**config.mk**
```make
export PLATFORM = sky130hd
export DESIGN_NAME = eos_learn_alert_control
export DESIGN_NICKNAME = d
export VERILOG_FILES = /design/src/hw/eos_learn_pkg.sv /design/src/hw/eos_learn_alert_control.sv
export SDC_FILE = /design/constraint.sdc
export NUM_CORES = 2
export LEC_CHECK = 0
export BUFFER_PORTS_ARGS = -buffer_cell sky130_fd_sc_hd__clkbuf_2
export CORE_MARGIN = 1.5
export CORE_UTILIZATION = 55
export CTS_BUF_LIST = sky130_fd_sc_hd__clkbuf_4 sky130_fd_sc_hd__clkbuf_8 sky130_fd_sc_hd__clkbuf_16
export CTS_CLUSTER_DIAMETER = 50
export DETAILED_ROUTE_END_ITERATION = 10
export PLACE_DENSITY = 0.72
export RECOVER_POWER = 25
export SYNTH_ARGS = -nofsm -noshare
export SYNTH_HDL_FRONTEND = slang
export SYNTH_SLANG_ARGS = --single-unit
export TNS_END_PERCENT = 5
```
**constraint.sdc**
```tcl
create_clock -name clk -period 7.3 [get_ports clk]
set_input_delay 0.365 -clock clk [delete_from_list [all_inputs] [get_ports clk]]
set_output_delay 0.365 -clock clk [all_outputs]
set_load 0.005 [all_outputs]
```
**src/hw/eos_learn_pkg.sv**
```systemverilog
// Shared constants, register map and types for the learn/alert block.
// Assumes a single 100 MHz clock and a same-clock device core.
package eos_learn_pkg;

  // ----------------------------------------------------------------
  // Register map
  // ----------------------------------------------------------------
  localparam int ADDR_W = 8;
  localparam int DATA_W = 32;
  localparam int MASK_COUNT = 7;
  localparam logic [7:0] REG_MASK_BASE = 8'h00;
  localparam logic [7:0] REG_MASK_LAST = 8'h18;
  localparam logic [7:0] REG_CFG = 8'h20;
  localparam logic [7:0] REG_TIMES = 8'h24;
  localparam logic [7:0] REG_PHASE = 8'h28;
  localparam logic [7:0] REG_CHG = 8'h2C;
  localparam logic [7:0] REG_CUR = 8'h30;
  localparam logic [7:0] REG_LEVELS = 8'h34;
  localparam logic [7:0] REG_INIT_RCELL = 8'h38;
  localparam logic [7:0] REG_CMD = 8'h3C;
  localparam logic [7:0] REG_STATUS = 8'h40;
  localparam logic [7:0] REG_RCELL = 8'h44;

  // ----------------------------------------------------------------
  // Field positions
  // ----------------------------------------------------------------
  localparam int CFG_ENABLE_BIT = 0;
  localparam int CFG_SEQ_BIT = 1;
  localparam int CFG_TEST_BIT = 2;
  localparam int CFG_SLOPE_BIT = 3;
  localparam int CMD_START_BIT = 0;
  localparam int CMD_ABORT_BIT = 1;
  localparam int CMD_TOGGLE_BIT = 2;
  localparam int CMD_RELOAD_BIT = 3;

  // ----------------------------------------------------------------
  // Reset values
  // ----------------------------------------------------------------
  localparam logic [7:0] MASK_RST = 8'h00;
  localparam logic [3:0] CFG_RST = 4'h0;
  localparam logic [31:0] TIMES_RST = 32'h3C3C_05A0;
  localparam logic [31:0] PHASE_RST = 32'h0708_003C;
  localparam logic [31:0] CHG_RST = 32'h02D0_0032;
  localparam logic [31:0] CUR_RST = 32'h0032_01F4;
  localparam logic [31:0] LEVELS_RST = 32'h0810_1820;
  localparam logic [15:0] INIT_RCELL_RST = 16'h0064;
  // Writable bits per mask; reserved bits stay zero
  localparam logic [7:0] MASK_VALID [MASK_COUNT] =
    '{8'hFF, 8'h7F, 8'hFF, 8'hFF, 8'hDF, 8'h77, 8'h03};

  // ----------------------------------------------------------------
  // Timing
  // ----------------------------------------------------------------
  localparam int CLK_PERIOD_NS = 10;
  localparam int ONE_SEC_NS = 1000000000;
  localparam int SEC_CYCLES = ONE_SEC_NS / CLK_PERIOD_NS;
  localparam logic [5:0] SEC_PER_MIN = 6'h3C;
  localparam logic [15:0] TEST_AUTO_MIN = 16'h000A;
  localparam logic [15:0] TEST_AW_MIN = 16'h000A;
  localparam logic [7:0] TEST_MIN_LEARN_MIN = 8'h0A;
  localparam logic [7:0] TEST_RETRY_MIN = 8'h05;
  localparam logic [15:0] RATIO_ONE = 16'h0010;
  localparam logic [15:0] SLOPE_SCALE = 16'h003C;
  localparam logic [1:0] SLOPE_MIN_PHASES = 2'h2;

  // ----------------------------------------------------------------
  // Types
  // ----------------------------------------------------------------
  typedef enum logic [2:0] {
    ST_IDLE, ST_CHARGE, ST_RELAX, ST_DISCHARGE, ST_EVALUATE
  } learn_state_e;

  typedef struct packed {
    logic [15:0] battery_status;
    logic [7:0] learn_status_hi;
    logic [7:0] service_status;
    logic [1:0] op_status;
    logic [15:0] charge_voltage_mv;
    logic charge_done;
    logic relaxed;
    logic start_permit;
    logic signed [15:0] current_ma;
    logic [15:0] rcell;
    logic power_event;
  } core_in_s;

  typedef struct packed {
    logic enable;
    logic seq_dsg_first;
    logic test_timers;
    logic slope_en;
    logic [15:0] auto_min;
    logic [7:0] retry_min;
    logic [7:0] min_learn_min;
    logic [15:0] dsg_sec;
    logic [15:0] relax_sec;
    logic [15:0] chg_delta_mv;
    logic [15:0] aw_min;
    logic [15:0] cur_ma;
    logic [15:0] cur_tol;
    logic [7:0] ratio_alert;
    logic [7:0] ratio_warn;
    logic [7:0] slope_alert;
    logic [7:0] slope_warn;
    logic [15:0] init_rcell;
  } learn_cfg_s;

endpackage

```
**src/hw/eos_learn_alert_control.sv**
```systemverilog
// Learn-phase sequencer, resistance judgement and masked alert output.
// Assumes all core inputs and the register port run on clk.
//
// The implementer's own choices: the register addresses and strobed register access.
`timescale 1ns/1ps

module eos_learn_alert_control
  import eos_learn_pkg::*;
#(
  parameter int SEC_CYCLES_P = SEC_CYCLES
) (
  input wire logic clk,
  input wire logic rstn,
  input wire logic [ADDR_W-1:0] addr,
  input wire logic [DATA_W-1:0] wdata,
  input wire logic wr,
  input wire logic rd,
  output logic [DATA_W-1:0] rdata,
  input wire core_in_s core,
  output logic learn_load_enable,
  output logic learn_charge_active,
  output logic [15:0] learn_charge_target_mv,
  output logic alert
);

  if (SEC_CYCLES_P < 2) begin : g_bad_sec
    $error("SEC_CYCLES_P must be at least 2");
  end

  localparam int SEC_W = $clog2(SEC_CYCLES_P);

  // ----------------------------------------------------------------
  // Helpers
  // ----------------------------------------------------------------
  function automatic logic mul_gt(input logic [15:0] a,
                                  input logic [15:0] b,
                                  input logic [15:0] c,
                                  input logic [15:0] d);
    logic [31:0] lhs;
    logic [31:0] rhs;
    lhs = a * b;
    rhs = c * d;
    return lhs > rhs;
  endfunction

  function automatic learn_cfg_s build_cfg(input logic [3:0] cfg,
                                           input logic [31:0] times,
                                           input logic [31:0] phase,
                                           input logic [31:0] charging_flag,
                                           input logic [31:0] cur,
                                           input logic [31:0] lvl,
                                           input logic [15:0] init);
    learn_cfg_s c;
    c.enable = cfg[CFG_ENABLE_BIT];
    c.seq_dsg_first = cfg[CFG_SEQ_BIT];
    c.test_timers = cfg[CFG_TEST_BIT];
    c.slope_en = cfg[CFG_SLOPE_BIT];
    c.auto_min = times[15:0];
    c.retry_min = times[23:16];
    c.min_learn_min = times[31:24];
    c.dsg_sec = phase[15:0];
    c.relax_sec = phase[31:16];
    c.chg_delta_mv = charging_flag[15:0];
    c.aw_min = charging_flag[31:16];
    c.cur_ma = cur[15:0];
    c.cur_tol = cur[31:16];
    c.ratio_alert = lvl[7:0];
    c.ratio_warn = lvl[15:8];
    c.slope_alert = lvl[23:16];
    c.slope_warn = lvl[31:24];
    c.init_rcell = init;
    return c;
  endfunction

  localparam learn_cfg_s CFG_DEFAULT = build_cfg(CFG_RST, TIMES_RST,
    PHASE_RST, CHG_RST, CUR_RST, LEVELS_RST, INIT_RCELL_RST);

  // ----------------------------------------------------------------
  // Register write decode
  // ----------------------------------------------------------------
  logic [7:0] mask_q [MASK_COUNT];
  logic [3:0] cfg_q;
  logic [31:0] times_q, phase_q, chg_q, cur_q, levels_q;
  logic [15:0] init_q;
  learn_cfg_s act_q;
  logic mask_hit;
  logic cmd_wr, start_cmd, abort_cmd, toggle_cmd, reload_cmd;

  assign mask_hit = (addr >= REG_MASK_BASE) && (addr <= REG_MASK_LAST)
                    && (addr[1:0] == 2'h0);
  assign cmd_wr = wr && (addr == REG_CMD);
  assign start_cmd = cmd_wr && wdata[CMD_START_BIT];
  assign abort_cmd = cmd_wr && wdata[CMD_ABORT_BIT];
  assign toggle_cmd = cmd_wr && wdata[CMD_TOGGLE_BIT];
  assign reload_cmd = cmd_wr && wdata[CMD_RELOAD_BIT];

  // Mask registers, reserved bits held at zero
  always_ff @(posedge clk or negedge rstn) begin
    if (!rstn) begin
      for (int i = 0; i < MASK_COUNT; i++) begin
        mask_q[i] <= MASK_RST;
      end
    end else if (wr && mask_hit) begin
      mask_q[addr[4:2]] <= wdata[7:0] & MASK_VALID[addr[4:2]];
    end
  end

  // Stored configuration
  always_ff @(posedge clk or negedge rstn) begin
    if (!rstn) begin
      cfg_q <= CFG_RST;
      times_q <= TIMES_RST;
      phase_q <= PHASE_RST;
      chg_q <= CHG_RST;
      cur_q <= CUR_RST;
      levels_q <= LEVELS_RST;
      init_q <= INIT_RCELL_RST;
    end else if (toggle_cmd) begin
      cfg_q[CFG_ENABLE_BIT] <= ~act_q.enable;
    end else if (wr) begin
      case (addr)
        REG_CFG: cfg_q <= wdata[3:0];
        REG_TIMES: times_q <= wdata;
        REG_PHASE: phase_q <= wdata;
        REG_CHG: chg_q <= wdata;
        REG_CUR: cur_q <= wdata;
        REG_LEVELS: levels_q <= wdata;
        REG_INIT_RCELL: init_q <= wdata[15:0];
        default: ;
      endcase
    end
  end

  // Working copy; stored edits apply only on reload, except the enable toggle
  always_ff @(posedge clk or negedge rstn) begin
    if (!rstn) begin
      act_q <= CFG_DEFAULT;
    end else if (reload_cmd) begin
      act_q <= build_cfg(cfg_q, times_q, phase_q, chg_q, cur_q,
                         levels_q, init_q);
    end else if (toggle_cmd) begin
      act_q.enable <= ~act_q.enable;
    end
  end

  // ----------------------------------------------------------------
  // Time base
  // ----------------------------------------------------------------
  logic [SEC_W-1:0] sec_cnt_q;
  logic [5:0] min_cnt_q;
  logic sec_tick, min_tick;

  assign sec_tick = (sec_cnt_q == SEC_W'(SEC_CYCLES_P - 1));
  assign min_tick = sec_tick && (min_cnt_q == SEC_PER_MIN - 6'h01);

  always_ff @(posedge clk or negedge rstn) begin
    if (!rstn) begin
      sec_cnt_q <= '0;
      min_cnt_q <= '0;
    end else begin
      sec_cnt_q <= sec_tick ? '0 : sec_cnt_q + SEC_W'(1);
      if (min_tick) begin
        min_cnt_q <= '0;
      end else if (sec_tick) begin
        min_cnt_q <= min_cnt_q + 6'h01;
      end
    end
  end

  // ----------------------------------------------------------------
  // Start, retry and stop events
  // ----------------------------------------------------------------
  learn_state_e state_q;
  logic [15:0] phase_sec_q, elapsed_min_q, last_rcell_q;
  logic [7:0] retry_min_q;
  logic retry_pend_q, ever_learned_q, fault_q, abort_q, cmd_q;
  logic ratio_alert_q, ratio_warn_q, slope_alert_q, slope_warn_q;
  logic [1:0] good_cnt_q;
  logic [15:0] eff_auto, eff_aw, interval;
  logic [7:0] eff_retry, eff_min_learn;
  logic in_phase, auto_due, retry_due, start_req, ev_begin, ev_blocked;
  logic ev_abort, ev_fault, ev_stop, ev_success, slope_ok;
  logic signed [17:0] cur_err;
  logic [17:0] cur_abs;

  assign eff_auto = act_q.test_timers ? TEST_AUTO_MIN : act_q.auto_min;
  assign eff_aw = act_q.test_timers ? TEST_AW_MIN : act_q.aw_min;
  assign eff_retry = act_q.test_timers ? TEST_RETRY_MIN
                                       : act_q.retry_min;
  assign eff_min_learn = act_q.test_timers ? TEST_MIN_LEARN_MIN
                                           : act_q.min_learn_min;
  assign interval = (ratio_alert_q || ratio_warn_q || slope_alert_q
                     || slope_warn_q) ? eff_aw : eff_auto;

  assign in_phase = (state_q != ST_IDLE);
  assign auto_due = (act_q.auto_min != 16'h0000)
                    && (elapsed_min_q >= interval);
  assign retry_due = retry_pend_q && (retry_min_q >= eff_retry);
  assign start_req = act_q.enable && !in_phase
                     && (start_cmd || auto_due || retry_due);
  assign ev_begin = start_req && core.start_permit;
  assign ev_blocked = start_req && !core.start_permit;
  assign ev_abort = abort_cmd && in_phase;

  // Learn current is negative; compare its size to the intended value
  assign cur_err = -18'(core.current_ma) - $signed({2'b00, act_q.cur_ma});
  assign cur_abs = cur_err[17] ? 18'(-cur_err) : 18'(cur_err);
  assign ev_fault = (state_q == ST_DISCHARGE) && sec_tick
                    && (phase_sec_q != 16'h0000)
                    && (cur_abs > {2'b00, act_q.cur_tol})
                    && !ev_abort;
  assign ev_stop = ev_abort || ev_fault || (in_phase && !act_q.enable);
  assign ev_success = (state_q == ST_EVALUATE) && !ev_stop;

  // ----------------------------------------------------------------
  // Learn sequencer
  // ----------------------------------------------------------------
  always_ff @(posedge clk or negedge rstn) begin
    if (!rstn) begin
      state_q <= ST_IDLE;
      phase_sec_q <= '0;
    end else if (ev_stop) begin
      state_q <= ST_IDLE;
      phase_sec_q <= '0;
    end else begin
      case (state_q)
        ST_IDLE: begin
          phase_sec_q <= '0;
          if (ev_begin) begin
            state_q <= act_q.seq_dsg_first ? ST_RELAX
                                           : ST_CHARGE;
          end
        end
        ST_CHARGE: begin
          if (core.charge_done) begin
            state_q <= ST_RELAX;
          end
        end
        ST_RELAX: begin
          if (core.relaxed && phase_sec_q >= act_q.relax_sec) begin
            state_q <= ST_DISCHARGE;
            phase_sec_q <= '0;
          end else if (sec_tick && phase_sec_q != 16'hFFFF) begin
            phase_sec_q <= phase_sec_q + 16'h0001;
          end
        end
        ST_DISCHARGE: begin
          if (sec_tick) begin
            if (phase_sec_q + 16'h0001 >= act_q.dsg_sec) begin
              state_q <= ST_EVALUATE;
            end else begin
              phase_sec_q <= phase_sec_q + 16'h0001;
            end
          end
        end
        ST_EVALUATE: state_q <= ST_IDLE;
        default: state_q <= ST_IDLE;
      endcase
    end
  end

  // Load and charge pins follow the phase; host switches the load from this
  always_ff @(posedge clk or negedge rstn) begin
    if (!rstn) begin
      learn_load_enable <= 1'b0;
      learn_charge_active <= 1'b0;
      learn_charge_target_mv <= '0;
    end else begin
      learn_load_enable <= (state_q == ST_DISCHARGE);
      learn_charge_active <= (state_q == ST_CHARGE);
      // Separate output; stored charge voltages are not touched
      learn_charge_target_mv <= core.charge_voltage_mv
                                + act_q.chg_delta_mv;
    end
  end

  // ----------------------------------------------------------------
  // Retry and elapsed-time counters
  // ----------------------------------------------------------------
  always_ff @(posedge clk or negedge rstn) begin
    if (!rstn) begin
      retry_pend_q <= 1'b0;
      retry_min_q <= '0;
    end else if (ev_blocked || ev_abort || ev_fault) begin
      retry_pend_q <= 1'b1;
      retry_min_q <= '0;
    end else if (ev_begin || !act_q.enable) begin
      retry_pend_q <= 1'b0;
      retry_min_q <= '0;
    end else if (retry_pend_q && min_tick && retry_min_q != 8'hFF) begin
      retry_min_q <= retry_min_q + 8'h01;
    end
  end

  always_ff @(posedge clk or negedge rstn) begin
    if (!rstn) begin
      elapsed_min_q <= '0;
    end else if (ev_success) begin
      elapsed_min_q <= '0;
    end else if (min_tick && elapsed_min_q != 16'hFFFF) begin
      elapsed_min_q <= elapsed_min_q + 16'h0001;
    end
  end

  // ----------------------------------------------------------------
  // Learn status flags
  // ----------------------------------------------------------------
  always_ff @(posedge clk or negedge rstn) begin
    if (!rstn) begin
      ever_learned_q <= 1'b0;
      fault_q <= 1'b0;
      abort_q <= 1'b0;
      cmd_q <= 1'b0;
    end else begin
      if (ev_success) begin
        ever_learned_q <= 1'b1;
      end
      // Clear on a new start, then any event of this cycle wins
      if (ev_begin) begin
        fault_q <= 1'b0;
        abort_q <= 1'b0;
      end
      if (ev_fault || ev_blocked) begin
        fault_q <= 1'b1;
      end
      if (ev_abort) begin
        abort_q <= 1'b1;
      end
      if (ev_success) begin
        cmd_q <= 1'b0;
      end
      if (start_cmd && act_q.enable) begin
        cmd_q <= 1'b1;
      end
    end
  end

  // ----------------------------------------------------------------
  // Resistance judgement
  // ----------------------------------------------------------------
  logic [15:0] r_delta;

  assign r_delta = (core.rcell > last_rcell_q) ? core.rcell - last_rcell_q
                                               : 16'h0000;
  assign slope_ok = act_q.slope_en && (good_cnt_q >= SLOPE_MIN_PHASES)
                    && (elapsed_min_q >= {8'h00, eff_min_learn});

  always_ff @(posedge clk or negedge rstn) begin
    if (!rstn) begin
      ratio_alert_q <= 1'b0;
      ratio_warn_q <= 1'b0;
      slope_alert_q <= 1'b0;
      slope_warn_q <= 1'b0;
      last_rcell_q <= '0;
    end else if (ev_success) begin
      ratio_alert_q <= mul_gt(core.rcell, RATIO_ONE, act_q.init_rcell,
                              {8'h00, act_q.ratio_alert});
      ratio_warn_q <= mul_gt(core.rcell, RATIO_ONE, act_q.init_rcell,
                             {8'h00, act_q.ratio_warn});
      slope_alert_q <= slope_ok && mul_gt(r_delta, SLOPE_SCALE,
        elapsed_min_q, {8'h00, act_q.slope_alert});
      slope_warn_q <= slope_ok && mul_gt(r_delta, SLOPE_SCALE,
        elapsed_min_q, {8'h00, act_q.slope_warn});
      last_rcell_q <= core.rcell;
    end
  end

  // Phases completed under continuous power
  always_ff @(posedge clk or negedge rstn) begin
    if (!rstn) begin
      good_cnt_q <= '0;
    end else if (core.power_event) begin
      good_cnt_q <= '0;
    end else if (ev_success && good_cnt_q != SLOPE_MIN_PHASES) begin
      good_cnt_q <= good_cnt_q + 2'h1;
    end
  end

  // ----------------------------------------------------------------
  // Status bytes and alert
  // ----------------------------------------------------------------
  logic [7:0] learn_lo, safety;
  logic [7:0] stat [MASK_COUNT];
  logic any_masked;

  assign learn_lo = {!ever_learned_q, fault_q, abort_q, cmd_q,
                     in_phase && !cmd_q, state_q == ST_RELAX,
                     state_q == ST_CHARGE,
                     state_q == ST_DISCHARGE};
  assign safety = {2'b00, slope_warn_q, ratio_warn_q,
                   2'b00, slope_alert_q, ratio_alert_q};

  always_comb begin
    stat[0] = core.battery_status[7:0];
    stat[1] = core.battery_status[15:8];
    stat[2] = learn_lo;
    stat[3] = core.learn_status_hi;
    stat[4] = core.service_status;
    stat[5] = safety;
    stat[6] = {6'h00, core.op_status};
    any_masked = 1'b0;
    for (int i = 0; i < MASK_COUNT; i++) begin
      any_masked = any_masked | (|(stat[i] & mask_q[i]));
    end
  end

  always_ff @(posedge clk or negedge rstn) begin
    if (!rstn) begin
      alert <= 1'b0;
    end else begin
      alert <= any_masked;
    end
  end

  // ----------------------------------------------------------------
  // Read port
  // ----------------------------------------------------------------
  logic [DATA_W-1:0] rd_mux;

  always_comb begin
    rd_mux = '0;
    if (mask_hit) begin
      rd_mux = {24'h000000, mask_q[addr[4:2]]};
    end else begin
      case (addr)
        REG_CFG: rd_mux = {28'h0000000, cfg_q};
        REG_TIMES: rd_mux = times_q;
        REG_PHASE: rd_mux = phase_q;
        REG_CHG: rd_mux = chg_q;
        REG_CUR: rd_mux = cur_q;
        REG_LEVELS: rd_mux = levels_q;
        REG_INIT_RCELL: rd_mux = {16'h0000, init_q};
        REG_STATUS: rd_mux = {9'h000, good_cnt_q, retry_pend_q,
                              act_q.enable, state_q, safety, learn_lo};
        REG_RCELL: rd_mux = {elapsed_min_q, last_rcell_q};
        default: rd_mux = '0;
      endcase
    end
  end

  always_ff @(posedge clk or negedge rstn) begin
    if (!rstn) begin
      rdata <= '0;
    end else begin
      rdata <= rd ? rd_mux : '0;
    end
  end

endmodule // eos_learn_alert_control

```
Yosys cells after proc, flatten, opt, wreduce, memory -nomap -nowiden
Memory sizes are Yosys's and may differ from the RTL's.
Index checks and enable logic that the tools add are counted.
Operators by class
  multipliers: 5
  add/subtract/negate cells: 11
  divide/modulo/power cells: 0
  order comparisons: 16
  shift-type cells: 0
  eq/ne operators: 27
  bitwise operators: 17
  reduce and logical (&&, ||, !) cells: 87
  muxes and demuxes: 54
Operator list (count)
  $pmux W32 S9: 1
  $mux W16: 11
  $mul A16 B8 Y24: 4
  $mux W8: 10
  $eq A8 B6 Y1 const B: 8
  $mux W32: 2
  $bwmux W56: 1
  $reduce_or A8 Y1: 7
  $and A8 B8 Y8: 6
  $ge A16 B16 Y1: 3
  $gt A20 B24 Y1: 2
  $gt A22 B24 Y1: 2
  $pmux W16 S3: 1
  $logic_and A1 B1 Y1: 35
  $add A16 B1 Y16 const B: 2
  $ne A16 B16 Y1 const B: 2
  $reduce_bool A16 Y1: 2
  $add A27 B1 Y27 const B: 1
  $eq A27 B27 Y1 const B: 1
  $mux W27: 1
  $bmux W8 S3: 1
  $demux W8 S3: 1
  $reduce_and A3 Y1: 7
  $mul A16 B4 Y20 const B: 1
  48 further kinds: 105
Storage, ports and cells
  bits in read-only memories: 64
  word-level logic and storage cells: 273
  memory bits (writable): 0
  memories kept: 1
  bits of input ports: 130
  bits in latches: 0
  register bits after elaboration: 570
Memories
  (no name shown): words 8, bits a word 8, read ports 1, clocked after Yosys merged registers in 0, write ports 0, line eos_learn_alert_control.sv:104  | mask_q[addr[4:2]] <= wdata[7:0] & MASK_VALID[addr[4:2]];

Depth between registers and ports, before layout
  depth in word-level cells: 14
  depth in mapped cells: 36

Worst setup path after synthesis
OpenSTA, ideal clock, no wires.
  kind: input to register
  start: input port core[1] (netlist name)
  end: register slope_warn_q
  data arrival time: 6.500 ns
  slack: 0.678 ns
  path buffers: 0
  library setup time: 0.122 ns
  cell stages on the path: 35
  cells stage by stage: inv_1 -> ha_1 -> inv_1 -> fa_1 -> a21o_1 -> a21oi_1 -> o21bai_1 -> a211o_1 -> nand3_1 -> and4_1 -> nor2_1 -> a21oi_1 -> nor2_1 -> xnor2_1 -> ha_1 -> inv_1 -> fa_1 -> inv_1 -> ha_1 -> a21o_1 -> a21oi_1 -> nor2b_1 -> o21a_1 -> o22a_1 -> a41oi_1 -> a211oi_1 -> a211o_1 -> a21oi_1 -> xnor2_1 -> ha_1 -> nand4_1 -> nor3_1 -> nand4_1 -> and4_1 -> a32o_1
Between the ends
  word-level cells in the longest chain between the ends: 5
  elaborated cells on any way between the ends: 6
  those cells by class: 1 x add/sub; 1 x mul; 2 x order compare; 1 x mux; 1 x reduce/logical
RTL lines
  from (decl): line eos_learn_alert_control.sv:19  | input wire core_in_s core,
  $sub A16 B16 Y16 or $gt A16 B16 Y1 (tied branches): line eos_learn_alert_control.sv:343  | assign r_delta = (core.rcell > last_rcell_q) ? core.rcell - last_rcell_q
  $mux W16 (*): line eos_learn_alert_control.sv:343
  $mul A16 B4 Y20 (*): line eos_learn_alert_control.sv:41  | lhs = a * b;
  $gt A22 B24 Y1 (*): line eos_learn_alert_control.sv:43  | return lhs > rhs;
  $logic_and A1 B1 Y1 (*): line eos_learn_alert_control.sv:362  | slope_warn_q <= slope_ok && mul_gt(r_delta, SLOPE_SCALE,
  to (signal assigned): line eos_learn_alert_control.sv:362
  to (decl): line eos_learn_alert_control.sv:177  | logic ratio_alert_q, ratio_warn_q, slope_alert_q, slope_warn_q;
Every way passes the cells marked *; elsewhere a longest branch is shown, timed or not.
A chain may end at the register's enable or synchronous reset.

Worst setup path after layout
  start: register last_rcell_q[0]
  end: register slope_warn_q
Between the ends
  word-level cells in the longest chain between the ends: 5
  elaborated cells on any way between the ends: 6
  those cells by class: 1 x add/sub; 1 x mul; 2 x order compare; 1 x mux; 1 x reduce/logical
RTL lines
  from (decl): line eos_learn_alert_control.sv:174  | logic [15:0] phase_sec_q, elapsed_min_q, last_rcell_q;
  from (signal assigned): line eos_learn_alert_control.sv:364  | last_rcell_q <= core.rcell;
  $sub A16 B16 Y16 or $gt A16 B16 Y1 (tied branches): line eos_learn_alert_control.sv:343
  $mux W16 (*): line eos_learn_alert_control.sv:343
  $mul A16 B4 Y20 (*): line eos_learn_alert_control.sv:41
  $gt A22 B24 Y1 (*): line eos_learn_alert_control.sv:43
  $logic_and A1 B1 Y1 (*): line eos_learn_alert_control.sv:362
Marked as above.

==> impl_results.md <==
* Register area at approximately 14,000 sq um
* Initial Utilization at 55.71%
* Clk root buf: clkbuf_16
* Worst min-delay path class: primary input to flip-flop
* Maximum vdd ir drop at 0.0002012 V
* Main synth FF type: dfrtp_1
* CTS sink cnt at 570
* Slew @ Worst Pin at 5.462 ns
* Failing checks: capacitance limit, slew limit
* Vias per Instance at 5.940
* P&R area growth vs syn at 9.853%
* Status: finished, violations left
* Slew headroom at -264.1%
* Mean Syn Cell Area at roughly 9.3 sq um
* DR iter-0 viols at 3,704
* Clk buf depth at 3
* Initial antenna violation count at 6
* Cell mode on critical path: a21oi_2
* Multi-input logic area at ~30,000 sq um
* Register area share after synthesis at 30.16%
* Arr. time, crit path at around 7.4 ns
* Final Slew Violations at 265
* Syn Nets at 6,014
* Layout cells sized above 1 at 13.57%
* Pin count of the biggest net entering global routing at between 150 and 200
* Die footprint at approximately 88,000 sq um
* Post-Synthesis Cells at 5,101
* CTS clock-pin slew for the worst setup and hold paths at 0.06 ns
* Final worst-path setup slack at 0.3527 ns
* Total of fill cells in the finished design at slightly above 7,000
* Synth async-reset ratio at 100.0%
* Std-Cell Core Area at 85,550 sq um
* CP startpoint kind: flip-flop
* Fmax achieved at 0.1439 GHz
* GR Util All Layers at 30.17%
* CP delay by family, top: compound AO/OA/AOI/OAI gates
* Clock skew at approximately 0.045 ns
* CP max stage cell: fa_1
* Number of synthesized flops with an enable pin at 0
* WS Path Type: flip-flop to flip-flop
* PortBufs at 180
* Ys Warns at 0
* FP Rows at 107
* Crit share post-route at between 90% and 100%
* DIE WIDTH at 297.4 microns
* WL per Instance at 20.71 microns
* Clock Latency Late Sink at 0.63 ns
* MaxCap Viol Count at 4
* Setup slack, reg-to-reg at 0.35 ns
* H-tree levels at 3
* CTS tree: done
* Grt ovf at 0
* Synth unique cells at 80
* Critical path fanouts, max at 3
* LEAKAGE at 26.57 nW
* Pre-CTS WS at -0.2520 ns
* Final wirelength at 132,600 microns
* Min Tclk post-route at 6.947 ns
* Area after DPL at between 40,000 and 50,000 sq um
* CTS Buf Count at 71
* Dpl hpwl at 100,100 microns
* Critical Path End Type: flip-flop
* First-pass DRT Iterations at 8
* Finished Layout Cells at between 6,000 and 7,000
* Final net count at 6,110
* #FFs+latches synth at 570
* Sum of negative setup slack at 0 ns
* Die height at 297.4 microns
* # IOs at 181
* Buf/Inv on CP at 2
* WP data required at 7.78 ns
* Cell Pwr Density at 178.8 nW/um^2
* Routability cong. at 0.9340
* Final setup viols at 0
* DR vias at 38,040
* Antenna-violating nets left at 0
* DRC at 0
* First-pass GRT wire length at around 210,000 microns
* Final hold vios at 0
* CP peak stage delay at roughly 0.50 ns
* DP Cell Count at about 6,300
* Design Area, Final at 52,360 sq um
* Vias in the first global route at between 30,000 and 40,000
* Post-synthesis cell area at 47,660 sq um
* Final Power at 0.009363 W
[cells in the mapped netlist (8+ instances only)]
cell       count  share of area [%]
dfrtp_1      482                 25
a221oi_1      18               0.33
nand4_1       54               0.71
a31oi_1       46               0.60
and2_1       246                3.2
nor2b_1       32               0.42
nor4_1        31               0.41
xnor2_1      104                1.9
inv_1        535                4.2
a222oi_1      32               0.67
or2_2         13               0.17
a22oi_1       69                1.1
a211oi_1      38               0.60
or3_1         17               0.22
dfstp_2       88                4.9
a22o_1         9               0.17
o31ai_1        8               0.13
nor2_1       185                1.5
xor2_1        93                1.7
a211o_1       13               0.24
mux2i_1       19               0.40
clkbuf_1     205                1.6
fa_1         360                 15
nand2b_1      37               0.49
o21ai_0      212                2.2
a21o_1        92                1.4
o21a_1        28               0.44
mux4_2         8               0.38
nand2_1      910                7.2
ha_1         423                 11
and4_1         9               0.17
nand3_1       73               0.77
o21bai_1      19               0.30
mux2_2       209                4.9
nor3_1        62               0.65
and3_1        31               0.41
o211ai_1      10               0.16
nand3b_1      13               0.20
buf_1         23               0.18
a2111oi_0      8               0.15
a21oi_1      145                1.5
[metrics by stage]
step	hold slack [ns]	util [%]
global placement	0.4416	58.13
finish	0.04713	61.20
CTS	0.02048	61.17
global route	0.03041	61.20
floorplan	0.06941	-
detailed placement	0.4448	58.13
[tightest hold or removal path, cell delays in order]
cell,delay (ns)
clkbuf_2,0.09
xor2_1,0.07
xnor2_1,0.12
[routing by layer]
| layer | vias to the layer above | GRT usage (%) | share of wire [%] |
|---|---|---|---|
| li1 | 17300 | - | - |
| met1 | 18920 | 39.90 | 41 |
| met2 | 1541 | 48.36 | 46 |
| met3 | 284 | 6.420 | 8.5 |
| met4 | 0 | 12.29 | 4.1 |
| met5 | - | 0 | 0 |
[cell type report]
cell class / count / share of cell area (%)
clock inverter: 41 / 1.111
antenna: 5 / 0.02390
tap: 1144 / 2.734
inverter: 535 / 3.836
sequential: 570 / 27.45
multi-input combinational: 3762 / 58.20
clock buffer: 91 / 3.797
timing repair buffer: 257 / 2.841
[flip-flops by register name (all words and copies together) (netlist names), 27 cells and up]
| register | flops |
|---|---|
| chg_q | 32 |
| mask_q | 56 |
| phase_q | 32 |
| times_q | 32 |
| levels_q | 32 |
| rdata | 32 |
| act_q | 180 |
| cur_q | 32 |
| sec_cnt_q | 27 |
[logic make-up (layout without fill, tap and decap cells)]
| kind of cell | Yosys count | in the layout | share of synthesized area (%) |
|---|---|---|---|
| AND/OR/NAND/NOR | 1739 | 1739 | 16.95 |
| AO/OA/AOI/OAI | 802 | 802 | 11.08 |
| adder cells (fa/ha/maj) | 787 | 787 | 26.31 |
| buffers and inverters | 769 | 924 | 6.125 |
| flip-flops | 570 | 570 | 30.16 |
| multiplexers | 236 | 236 | 5.715 |
| XOR/XNOR | 198 | 198 | 3.654 |
| other | 0 | 5 | 0 |
[layout by cell type, fill, tap and decap left out, types with 9 or more instances in the layout]
| cell | netlist | layout |
|---|---|---|
| nand2_1 | 910 | 910 |
| inv_1 | 535 | 535 |
| dfrtp_1 | 482 | 482 |
| ha_1 | 423 | 423 |
| fa_1 | 360 | 359 |
| and2_1 | 246 | 243 |
| o21ai_0 | 212 | 210 |
| mux2_2 | 209 | 209 |
| nor2_1 | 185 | 179 |
| clkbuf_2 | 0 | 156 |
| a21oi_1 | 145 | 141 |
| xnor2_1 | 104 | 104 |
| xor2_1 | 93 | 93 |
| a21o_1 | 92 | 92 |
| dfstp_2 | 88 | 87 |
| nand3_1 | 73 | 73 |
| clkbuf_16 | 0 | 72 |
| a22oi_1 | 69 | 69 |
| buf_4 | 0 | 67 |
| nor3_1 | 62 | 60 |
| nand4_1 | 54 | 54 |
| a31oi_1 | 46 | 45 |
| a211oi_1 | 38 | 37 |
| nand2b_1 | 37 | 37 |
| nor2b_1 | 32 | 32 |
| a222oi_1 | 32 | 32 |
| and3_1 | 31 | 31 |
| nor4_1 | 31 | 29 |
| o21a_1 | 28 | 28 |
| clkbuf_1 | 205 | 27 |
| mux2i_1 | 19 | 19 |
| o21bai_1 | 19 | 19 |
| or3_1 | 17 | 17 |
| a221oi_1 | 18 | 17 |
| or2_2 | 13 | 13 |
| a211o_1 | 13 | 13 |
| nand3b_1 | 13 | 13 |
| clkbuf_4 | 0 | 12 |
| o211ai_1 | 10 | 10 |
| a22o_1 | 9 | 9 |
[final timing paths]
path                                      start                         end  cells after the start
min in group asynchronous                  rstn                   act_q[79]                      2
max in group asynchronous                  rstn                   act_q[24]                      3
worst max register to register  last_rcell_q[0]                slope_warn_q                     32
worst min-delay path                   core[51]  learn_charge_target_mv[15]                      3
worst min register to register       act_q[149]                  act_q[149]                      2
worst max-delay path            last_rcell_q[0]                slope_warn_q                     32
[where the power goes]
group / switching, W / internal (W)
logic: 0.00125 / 0.000913
registers: 0.000140 / 0.00329
clock network: 0.00153 / 0.00224
total: 0.00292 / 0.00644
[repair_timing]
| action | in CTS | in global routing |
|---|---|---|
| setup buffers | 0 | 1 |
| hold buffers | 3 | 0 |
| gates resized for setup | 1 | 15 |
| endpoints found under the hold margin | 100 | 0 |
| setup endpoints to repair | 2 | 2 |
| pin swaps | 0 | 4 |
No activity file was read; power rests on OpenSTA's default activity.
